$ cat src/lbr_pkg.sv
/*
 * lbr_pkg: constants shared by the loop and branch resolution block.
 * assumes a single core clock domain and a software register map over Avalon-MM.
 */
package lbr_pkg;
  // ****************************************
  // register map (word offsets in bytes)
  // ****************************************
  localparam logic [7:0]  REG_CTRL     = 8'h00;
  localparam logic [7:0]  REG_STATUS   = 8'h04;
  localparam logic [7:0]  REG_LOOP0    = 8'h08;
  localparam logic [7:0]  REG_LOOP1    = 8'h0c;
  localparam logic [7:0]  REG_EVCNT    = 8'h10;
  // ctrl fields
  localparam int          CTRL_GW_BIT  = 0;
  localparam int          CTRL_DBG_BIT = 1;
  localparam logic [1:0]  CTRL_RESET   = 2'h2;
  // segment codes of the peripheral space
  localparam logic [3:0]  SEG_PERIPH_E = 4'he;
  localparam logic [3:0]  SEG_PERIPH_F = 4'hf;
  // address register indices
  localparam logic [3:0]  AREG_A0      = 4'h0;
  localparam logic [3:0]  AREG_A1      = 4'h1;
  localparam logic [3:0]  AREG_A8      = 4'h8;
  localparam logic [3:0]  AREG_A9      = 4'h9;
  // loop cache
  localparam int          LOOP_ENTRIES = 2;
  localparam logic [31:0] WORD_ZERO    = 32'h0000_0000;
  // next-pc source select
  typedef enum logic [1:0] {
    LBR_NPC_SEQ  = 2'b00,
    LBR_NPC_JUMP = 2'b01,
    LBR_NPC_LOOP = 2'b10,
    LBR_NPC_EXIT = 2'b11
  } lbr_npc_t;
endpackage : lbr_pkg

$ cat src/lbr_core.sv
/*
 * lbr_core: branch and zero-overhead loop resolution, loop attribute cache,
 * context-restore forwarding guard and data debug events.
 * assumes fetch/decode/execute stage signals synchronous to clk_sys, one-cycle strobes.
 */
// Local design decisions: the Avalon-MM interface to the registers and the address map.
// Function
// RULE_01 - predict conditional jumps taken, except 32-bit forward jumps predicted not taken
// RULE_02 - jump in execute beats loop in decode resolving same cycle
// RULE_03 - mispredicted conditional loop cancels target unconditional loop, resumes after it
// RULE_04 - loop prediction uses counter value written by directly preceding instruction
// RULE_05 - two loop cache buffers hold attributes of two distinct loops
// RULE_06 - each entry records global register write; only conditional loops use it
// RULE_07 - write-protect trap only for global counter and permit bit zero
// RULE_08 - global write flag stored per entry, unaffected by other entries
// RULE_09 - unconditional loop opcode bits 15:12 never decoded as a register
// RULE_10 - context restore loads context pointer from stored context, never return address
// RULE_11 - A0/A1 readers after context restore get register contents, not forwarded data
// RULE_12 - segments 0xe and 0xf bypass range memory protection
// RULE_13 - comparators raise data debug events in every segment, peripherals included
`timescale 1ns/1ps
module lbr_core (
  // clock and reset
  input  wire logic        clk_sys,
  input  wire logic        rst_n,
  // avalon-mm slave
  input  wire logic [7:0]  avs_address,
  input  wire logic        avs_read,
  input  wire logic        avs_write,
  input  wire logic [31:0] avs_writedata,
  input  wire logic [3:0]  avs_byteenable,
  output logic      [31:0] avs_readdata,
  output logic             avs_waitrequest,
  // execute stage conditional jump
  input  wire logic        ex_jump_valid,
  input  wire logic        ex_jump_taken,
  input  wire logic        ex_jump_pred,
  input  wire logic [31:0] ex_jump_target,
  input  wire logic [31:0] ex_jump_fallthru,
  // decode stage jump for prediction
  input  wire logic        dec_jump_valid,
  input  wire logic        dec_jump_wide,
  input  wire logic        dec_jump_forward,
  // decode stage loop
  input  wire logic        dec_loop_valid,
  input  wire logic        dec_loop_cond,
  input  wire logic [31:0] dec_loop_pc,
  input  wire logic [31:0] dec_loop_target,
  input  wire logic [31:0] dec_loop_fallthru,
  input  wire logic [15:0] dec_loop_opcode,
  input  wire logic [31:0] dec_loop_count,
  input  wire logic        dec_loop_target_uncond,
  // preceding instruction writeback of address register
  input  wire logic        prev_awr_valid,
  input  wire logic [3:0]  prev_awr_idx,
  input  wire logic [31:0] prev_awr_data,
  // context restore and next load-store/loop reader
  input  wire logic        ctx_restore_valid,
  input  wire logic [31:0] ctx_stored_pcx,
  input  wire logic [31:0] ctx_return_addr,
  input  wire logic        ls_valid,
  input  wire logic [3:0]  ls_src1_idx,
  input  wire logic [3:0]  ls_src2_idx,
  input  wire logic [31:0] ls_src1_reg,
  input  wire logic [31:0] ls_src2_reg,
  // data access for protection and debug
  input  wire logic        dacc_valid,
  input  wire logic [31:0] dacc_addr,
  input  wire logic        dacc_range_ok,
  input  wire logic        dacc_cmp_hit,
  // outputs
  output logic             dec_jump_predict_taken,
  output logic             redirect_valid,
  output logic      [31:0] redirect_pc,
  output logic             cancel_decode_loop,
  output logic             global_write_protect_trap,
  output logic      [31:0] previous_context_pointer,
  output logic      [31:0] ls_src1_value,
  output logic      [31:0] ls_src2_value,
  output logic             range_prot_fault,
  output logic             dbg_data_event
);
  import lbr_pkg::*;

  // ****************************************
  // decode helpers
  // ****************************************
  function automatic logic is_global_areg(input logic [3:0] idx);
    is_global_areg = (idx == AREG_A0) || (idx == AREG_A1) ||
                     (idx == AREG_A8) || (idx == AREG_A9);
  endfunction : is_global_areg

  function automatic logic is_periph_seg(input logic [31:0] addr);
    is_periph_seg = (addr[31:28] == SEG_PERIPH_E) || (addr[31:28] == SEG_PERIPH_F);
  endfunction : is_periph_seg

  // ****************************************
  // registers
  // ****************************************
  logic [1:0]  ctrl;
  logic [31:0] evcnt;
  logic        trap_sticky;
  logic [31:0] lc_pc     [LOOP_ENTRIES];
  logic        lc_valid  [LOOP_ENTRIES];
  logic        lc_cond   [LOOP_ENTRIES];
  logic        lc_gwr    [LOOP_ENTRIES];
  logic        lc_victim;

  wire global_write_permit_bit = ctrl[CTRL_GW_BIT];
  wire dbg_enable              = ctrl[CTRL_DBG_BIT];

  // ****************************************
  // jump prediction
  // ****************************************
  // RULE_01 wide forward not taken
  wire next_predict = dec_jump_valid & ~(dec_jump_wide & dec_jump_forward);

  // ****************************************
  // loop resolution
  // ****************************************
  // RULE_04 forward fresh counter
  wire        cnt_fwd   = prev_awr_valid && (prev_awr_idx == dec_loop_opcode[11:8]);
  wire [31:0] loop_cnt  = cnt_fwd ? prev_awr_data : dec_loop_count;
  // RULE_09 uncond ignores 15:12
  wire [3:0]  cnt_idx   = dec_loop_opcode[11:8];
  wire        loop_gwr  = dec_loop_cond & is_global_areg(cnt_idx);
  wire        loop_exit = dec_loop_cond && (loop_cnt == WORD_ZERO);
  wire        jump_mis  = ex_jump_valid && (ex_jump_taken != ex_jump_pred);

  // RULE_05 two-entry lookup
  wire        hit0 = lc_valid[0] && (lc_pc[0] == dec_loop_pc);
  wire        hit1 = lc_valid[1] && (lc_pc[1] == dec_loop_pc);
  wire        hit_any = hit0 | hit1;
  wire        hit_idx = hit1;
  wire        fill_idx = hit_any ? hit_idx : lc_victim;
  // RULE_06 cond loops consult own flag
  wire        cached_gwr = hit_any && lc_cond[hit_idx] && lc_gwr[hit_idx];
  wire        uses_gwr   = dec_loop_cond & (cached_gwr | loop_gwr);
  // RULE_07 trap condition
  wire        next_trap  = dec_loop_valid & ~jump_mis & uses_gwr & ~global_write_permit_bit;

  lbr_npc_t   npc_sel;
  // RULE_02 jump wins over loop
  // RULE_03 exit resumes after cond loop
  assign npc_sel = jump_mis                   ? LBR_NPC_JUMP :
                   (dec_loop_valid & loop_exit) ? LBR_NPC_EXIT :
                   dec_loop_valid             ? LBR_NPC_LOOP : LBR_NPC_SEQ;

  wire [31:0] jump_pc = ex_jump_taken ? ex_jump_target : ex_jump_fallthru;
  wire [31:0] next_pc = (npc_sel == LBR_NPC_JUMP) ? jump_pc :
                        (npc_sel == LBR_NPC_EXIT) ? dec_loop_fallthru :
                        dec_loop_target;
  wire next_redirect = (npc_sel != LBR_NPC_SEQ) & ~next_trap;
  // RULE_03 cancel targeted uncond loop
  wire next_cancel = jump_mis | ((npc_sel == LBR_NPC_EXIT) & dec_loop_target_uncond);

  // ****************************************
  // context restore forwarding guard
  // ****************************************
  // RULE_10 pointer from stored context
  wire [31:0] next_pcx = ctx_restore_valid ? ctx_stored_pcx : previous_context_pointer;
  // RULE_11 no forwarding from restore
  wire [31:0] next_src1 = ls_valid ? ls_src1_reg : ls_src1_value;
  wire [31:0] next_src2 = ls_valid ? ls_src2_reg : ls_src2_value;

  // ****************************************
  // protection and debug
  // ****************************************
  // RULE_12 peripheral segments bypass
  wire next_fault = dacc_valid & ~is_periph_seg(dacc_addr) & ~dacc_range_ok;
  // RULE_13 events in all segments
  wire next_dbg   = dacc_valid & dacc_cmp_hit & dbg_enable;

  // ****************************************
  // avalon slave decode
  // ****************************************
  wire sel_ctrl   = avs_address == REG_CTRL;
  wire sel_status = avs_address == REG_STATUS;
  wire sel_loop0  = avs_address == REG_LOOP0;
  wire sel_loop1  = avs_address == REG_LOOP1;
  wire sel_evcnt  = avs_address == REG_EVCNT;
  wire acc        = (avs_read | avs_write) & avs_waitrequest;
  wire [31:0] rd_mux =
    sel_ctrl   ? {30'h0, ctrl} :
    sel_status ? {28'h0, lc_gwr[1], lc_gwr[0], lc_victim, trap_sticky} :
    sel_loop0  ? lc_pc[0] :
    sel_loop1  ? lc_pc[1] :
    sel_evcnt  ? evcnt : WORD_ZERO;
  wire wr_ctrl    = acc & avs_write & sel_ctrl & avs_byteenable[0];
  wire clr_status = acc & avs_write & sel_status & avs_byteenable[0] & avs_writedata[0];

  // ****************************************
  // sequential logic
  // ****************************************
  always_ff @(posedge clk_sys or negedge rst_n) begin
    if (!rst_n) begin
      avs_waitrequest <= 1'b1;
      avs_readdata    <= WORD_ZERO;
    end else begin
      avs_waitrequest <= ~acc;
      avs_readdata    <= (acc & avs_read) ? rd_mux : avs_readdata;
    end
  end

  always_ff @(posedge clk_sys or negedge rst_n) begin
    if (!rst_n) begin
      ctrl        <= CTRL_RESET;
      trap_sticky <= 1'b0;
      evcnt       <= WORD_ZERO;
    end else begin
      if (wr_ctrl) ctrl <= avs_writedata[1:0];
      trap_sticky <= next_trap | (trap_sticky & ~clr_status);
      if (next_dbg) evcnt <= evcnt + 32'h1;
    end
  end

  // RULE_08 per-entry flag update
  genvar gi;
  generate
    for (gi = 0; gi < LOOP_ENTRIES; gi++) begin : g_lc
      wire fill = dec_loop_valid & ~jump_mis & (fill_idx == 1'(gi));
      always_ff @(posedge clk_sys or negedge rst_n) begin
        if (!rst_n) begin
          lc_valid[gi] <= 1'b0;
          lc_pc[gi]    <= WORD_ZERO;
          lc_cond[gi]  <= 1'b0;
          lc_gwr[gi]   <= 1'b0;
        end else if (fill) begin
          lc_valid[gi] <= 1'b1;
          lc_pc[gi]    <= dec_loop_pc;
          lc_cond[gi]  <= dec_loop_cond;
          lc_gwr[gi]   <= loop_gwr;
        end
      end
    end
  endgenerate

  always_ff @(posedge clk_sys or negedge rst_n) begin
    if (!rst_n) begin
      lc_victim <= 1'b0;
    end else if (dec_loop_valid & ~jump_mis & ~hit_any) begin
      lc_victim <= ~lc_victim;
    end
  end

  // ****************************************
  // registered outputs
  // ****************************************
  // RULE_01 prediction output
  always_ff @(posedge clk_sys or negedge rst_n) begin
    if (!rst_n) begin
      dec_jump_predict_taken <= 1'b0;
    end else begin
      dec_jump_predict_taken <= next_predict;
    end
  end

  // RULE_02 redirect and cancel
  // RULE_03 exit redirect outputs
  always_ff @(posedge clk_sys or negedge rst_n) begin
    if (!rst_n) begin
      redirect_valid     <= 1'b0;
      redirect_pc        <= WORD_ZERO;
      cancel_decode_loop <= 1'b0;
    end else begin
      redirect_valid     <= next_redirect;
      redirect_pc        <= next_pc;
      cancel_decode_loop <= next_cancel;
    end
  end

  // RULE_07 trap pulse
  always_ff @(posedge clk_sys or negedge rst_n) begin
    if (!rst_n) begin
      global_write_protect_trap <= 1'b0;
    end else begin
      global_write_protect_trap <= next_trap;
    end
  end

  // RULE_10 context pointer output
  // RULE_11 operand outputs
  always_ff @(posedge clk_sys or negedge rst_n) begin
    if (!rst_n) begin
      previous_context_pointer <= WORD_ZERO;
      ls_src1_value            <= WORD_ZERO;
      ls_src2_value            <= WORD_ZERO;
    end else begin
      previous_context_pointer <= next_pcx;
      ls_src1_value            <= next_src1;
      ls_src2_value            <= next_src2;
    end
  end

  // RULE_12 fault output
  // RULE_13 debug event output
  always_ff @(posedge clk_sys or negedge rst_n) begin
    if (!rst_n) begin
      range_prot_fault <= 1'b0;
      dbg_data_event   <= 1'b0;
    end else begin
      range_prot_fault <= next_fault;
      dbg_data_event   <= next_dbg;
    end
  end
endmodule : lbr_core

$ cat config.mk
export PLATFORM = sky130hd
export DESIGN_NAME = lbr_core
export DESIGN_NICKNAME = d
export VERILOG_FILES = /design/src/lbr_pkg.sv /design/src/lbr_core.sv
export SDC_FILE = /design/constraint.sdc
export NUM_CORES = 1
export LEC_CHECK = 0
export BUFFER_PORTS_ARGS = -buffer_cell sky130_fd_sc_hd__buf_2
export CORE_AREA = 3 3 251 253
export DETAILED_ROUTE_END_ITERATION = 16
export DIE_AREA = 0 0 254 256
export PLACE_DENSITY = 0.5
export SETUP_SLACK_MARGIN = 0.2
export SLEW_MARGIN = 20
export SYNTH_ARGS = -nofsm -noshare
export SYNTH_HDL_FRONTEND = slang
export SYNTH_SLANG_ARGS = --single-unit
export TNS_END_PERCENT = 10
$ cat constraint.sdc
create_clock -name clk_sys -period 2.8 [get_ports clk_sys]
set_input_delay 0.56 -clock clk_sys [delete_from_list [all_inputs] [get_ports clk_sys]]
set_output_delay 0.56 -clock clk_sys [all_outputs]
set_load 0.02 [all_outputs]
Word-level counts from Yosys, hierarchy flattened
Cells that the tools add are included.
{"block": "word_totals", "input_bits": 475, "out_inout_bits": 167, "ff_bits": 273, "wordCells": 118}
{"block": "op_classes", "magnitude_cmp": 1, "n_mux": 19, "reduce_logical": 15, "eq_ne": 15, "n_addsub": 1, "bitwise": 43}
{"cell": "two-way mux 32 bit", "count": 9}
{"cell": "equality test 32 bit", "count": 2}
{"cell": "adder 32 x 1 -> 32 bit (second input constant)", "count": 1}
{"cell": "zero test 32 bit", "count": 1}
{"cell": "AND 1 bit", "count": 26}
{"cell": "equality test 4 bit (second input constant)", "count": 4}
{"cell": "equality test 8 x 4 -> 1 bit (second input constant)", "count": 2}
{"cell": "inverter 1 bit", "count": 11}
{"cell": "equality test 8 x 3 -> 1 bit (second input constant)", "count": 1}
{"cell": "equality test 8 x 5 -> 1 bit (second input constant)", "count": 1}
{"cell": "zero test 8 bit", "count": 1}
{"cell": "logical AND 1 bit", "count": 7}
{"cell": "two-way mux 1 bit", "count": 7}
{"cell": "two-way mux 2 bit", "count": 3}
{"cell": "OR 1 bit", "count": 5}
{"cell": "equality test 4 x 1 -> 1 bit (second input constant)", "count": 1}
{"cell": "equality test 4 bit", "count": 1}
{"cell": "zero test 4 bit", "count": 1}
{"cell": "logical OR 1 bit", "count": 4}
{"cell": "equality test 2 x 1 -> 1 bit (second input constant)", "count": 1}
{"cell": "equality test 2 bit (second input constant)", "count": 1}
{"cell": "greater-or-equal comparator 2 bit (second input constant)", "count": 1}
{"cell": "inverter 1 -> 2 bit", "count": 1}
{"cell": "nonzero test 2 bit", "count": 1}
{"cell": "inequality test 1 bit", "count": 1}

Logic depth before layout (Yosys ltp)
{"block": "logic_depth", "depth_word": 14, "mapped_depth": 9, "depth_no_buf": 6}

Worst setup path after synthesis
Ideal clock, no wire load.
{"block": "synth_path", "path_kind": "input to register", "start": "input port dec_loop_pc[5]", "end": "register lc_pc[34] (netlist name)", "setup_slack_ns": 0.445, "arrival_time_ns": 2.230, "setup_ns": 0.125, "path_buffers": 1, "t_required_ns": 2.675, "cell_stages": 7, "cell_sequence": "xnor2_1 -> nand3_1 -> nor4_2 -> nand4_1 -> a211oi_4 -> buf_6 -> mux2_4"}
{"block": "synth_between", "elab_chain_cells": 6, "elab_cells_between_ends": 8, "classes_between": "eq/ne: 2; mux: 1; bitwise: 3; reduce/logical: 2"}
{"element": "from (decl)", "line": "lbr_core.sv:47", "source": "input wire logic [31:0] dec_loop_pc,"}
{"element": "equality test 32 bit (on tied branches)", "line": "lbr_core.sv:131, lbr_core.sv:132"}
{"element": "logical AND 1 bit (on tied branches)", "line": "lbr_core.sv:131, lbr_core.sv:132"}
{"element": "OR 1 bit", "line": "lbr_core.sv:133", "source": "wire hit_any = hit0 | hit1;"}
{"element": "two-way mux 1 bit *", "line": "lbr_core.sv:135", "source": "wire fill_idx = hit_any ? hit_idx : lc_victim;"}
{"element": "inverter 1 bit *", "line": "lbr_core.sv:221", "source": "wire fill = dec_loop_valid & ~jump_mis & (fill_idx == 1'(gi));"}
{"element": "AND 1 bit *", "line": "lbr_core.sv:221"}
{"element": "to (signal, indexed assignment)", "line": "lbr_core.sv:230", "source": "lc_pc[gi] <= dec_loop_pc;"}
{"element": "to (decl)", "line": "lbr_core.sv:103", "source": "logic [31:0] lc_pc [LOOP_ENTRIES];"}
Mark *: on every way between the ends. The rest lies on a longest branch, timed or not.
A chain may end at the register's enable or synchronous reset.

Worst setup path after layout
{"block": "layout_path", "start": "register lc_pc[55] (netlist name)", "end": "register lc_pc[32] (netlist name)"}
{"block": "layout_between", "elab_chain_cells": 6}
{"element": "equality test 32 bit", "line": "lbr_core.sv:131", "source": "wire hit0 = lc_valid[0] && (lc_pc[0] == dec_loop_pc);"}
{"element": "logical AND 1 bit", "line": "lbr_core.sv:131"}
{"element": "OR 1 bit", "line": "lbr_core.sv:133"}
{"element": "two-way mux 1 bit", "line": "lbr_core.sv:135"}
{"element": "inverter 1 bit", "line": "lbr_core.sv:221"}
{"element": "AND 1 bit", "line": "lbr_core.sv:221"}
Every way passes these cells.

==> reports/metrics.csv <==
metric;value;unit
Final nets;2049;
Post-Syn Area;12800;um2
max-cap violations;0;
first-pass GRT wire length;68.4;mm
final instance area;17700;um2
io pins;642;
Yosys top cell area share;53.1;%
WP data arrival;2.92;ns
Root Buffer;clkbuf_16;
drt wl/cell;19.8;um
I/O Buffers;527;
Initial Util;20.9;%
synth top area cells;dfrtp_1, mux2_2, xnor2_1;
non-filler cells in the finished layout;2391;
CTS Sinks;273;
crit end category;flip-flop;
RSZ-0062 raised after global routing;false;
TritonCTS clock tree;built;
Overflow after GRT;0;
setup slack at placement;-0.0636;ns
Max Clk Rate;0.400;GHz
end-of-flow core utilization;29.0;%
leading area contributor after synthesis;dfrtp_1;
Min Hold Slack;0.00647;ns
die width;254;um
CTS max path bufs;3;
GPL Wtd Cong;0.882;
largest net degree at the start of global routing;98;
layout overhead on the synthesized area;39.0;%
leak pwr;8.08;nW
share of cells above drive strength 1;50.2;%
status;finished clean;
placed cell count;2324;
Pins Over Slew Limit;0;
Inserted Clock Buffers;35;
first-iteration detailed-routing DRC count;589;
DIE AREA;65000;um2
maximum VDD drop;0.000305;V
synthesized flop and latch total;273;
predominant post-synthesis flop cell;dfrtp_1;
worst skew pair latency;0.54;ns
synth cell count leaders;dfrtp_1, mux2_2, nand2_1;
die height;256;um
GRT Overall Usage;14.1;%
initial antenna violation count;28;
Hold WC Path Type;input port to asynchronous set/reset pin;
EDFF count, synth;0;
Syn. warnings;0;
vias per inst;4.42;
post-route ant nets;0;
final hold vios;0;
vias in the first global route;10900;
drt first pass iters;8;
syn_area_per_cell;12.3;um2
worst slew pin tran;0.712;ns
Worst EP required;3.22;ns
Slew HR;52.6;%
placed cell areas;16600;um2
area of the core;61300;um2
routed wire length;47.3;mm
detailed-route via count;10600;
clock skew;0.0199;ns
CP Max Fanout;15;
Async S/R FF share, synth;100;%
Post-Syn Instances;1037;
PD cells;678;nW/um2
Final WS setup;0.300;ns
HPWL after detailed placement;37.5;mm
Worst-path clk slew;0.05;ns
critical path class;flip-flop to flip-flop;
period utilization;89.3;%
min Tclk post-route;2.50;ns
# setup viols final;0;
Synthesized Nets;1513;
post-synth cell types;58;
Residual DRC;0;
Cell Rows;91;
cell with the most instances after synthesis;dfrtp_1;
H-tree Lvls;2;
startpoint types;flip-flop;
Seq/Total Area, Yosys;53.5;%
worst max-delay path, stage by stage, from the launching register on:
cell and delay, ns:
dfrtp_1 0.41, xnor2_1 0.30, nand4_1 0.18, nor3_1 0.32, nand4_1 0.22, a211oi_4 0.26
buf_4 0.17, buf_12 0.18, mux2_2 0.35
kinds of logic after synthesis:
logic type / share of synthesized area [%]
buffers and inverters: 2.70
XOR/XNOR: 6.45
adder cells (fa/ha/maj): 0.0979
flip-flops: 53.5
AO/OA/AOI/OAI: 9.09
multiplexers: 18.4
AND/OR/NAND/NOR: 9.76
worst paths after layout:
kind	start	end	slack, ns	cells past startpoint
worst max-delay path	lc_pc[55]	lc_pc[32]	0.30	8
worst min-delay path	rst_n	previous_context_pointer[20]	0.006	1
worst max register to register	lc_pc[55]	lc_pc[32]	0.30	8
worst min register to register	avs_readdata[16]	avs_readdata[16]	0.47	2
max in group asynchronous	rst_n	ls_src1_value[18]	1.99	2
min in group clk_sys	dacc_range_ok	range_prot_fault	0.17	2
power breakdown:
| part | internal [W] | switching [W] |
|---|---|---|
| logic | 0.00128 | 0.00129 |
| registers | 0.00452 | 0.000457 |
| clock network | 0.00270 | 0.00179 |
layer usage:
metal	routed length, um	up-vias	GRT usage (%)
li1	-	4907	-
met3	4170	112	4.55
met4	1630	20	4.35
met1	17200	5025	14.8
met5	139	-	0
met2	24200	503	26.3
area by class of cell:
cell class | count | area (um2)
Multi-Input combinational cell | 688 | 5640
Inverter | 11 | 41.3
Clock inverter | 10 | 98.8
Sequential cell | 273 | 6830
Timing Repair Buffer | 564 | 3090
Fill cell | 6436 | 43500
Tap cell | 790 | 988
Antenna cell | 3 | 7.51
Clock buffer | 52 | 1050
cell usage in the layout, fill, tap and decap left out, types with 3 or more instances in the layout:
master	instances
a21oi_1	4
a222oi_1	29
a31oi_1	3
and2_1	3
and3_1	5
and4_1	5
buf_12	13
buf_2	526
buf_4	23
clkbuf_1	7
clkbuf_16	36
clkbuf_8	9
clkinv_2	4
dfrtp_1	271
diode_2	3
inv_1	11
mux2_2	137
mux2_4	29
mux2i_1	35
nand2_1	89
nand2b_1	3
nand3_1	21
nand4_1	24
nor2_1	12
nor3_1	5
nor4_1	18
nor4_2	4
o211ai_1	64
o21ai_0	29
o21ai_1	6
or3_1	33
xnor2_1	81
xor2_1	13
metrics by stage:
stage | total power (W) | setup TNS (ns)
after floorplan | 0.00645 | 0
after global placement | 0.00758 | -0.0107
after detailed placement | 0.00764 | -0.676
after CTS | 0.0123 | 0
after global routing | 0.0126 | 0
final | 0.0120 | 0
sequential cells by signal, indices dropped and copies added, names as in the netlist, 2 cells and up:
name                      count
lc_gwr                        2
avs_readdata                 32
lc_valid                      2
evcnt                        32
previous_context_pointer     32
lc_cond                       2
redirect_pc                  32
ctrl                          2
ls_src1_value                32
ls_src2_value                32
lc_pc                        64
what timing repair did:
item,CTS,global route
resized for setup,0,2
setup endpoints to repair,9,66
pin swaps,0,2
buffers inserted,0,2
hold buffers,0,0
Power figures use the tool's default switching activity.
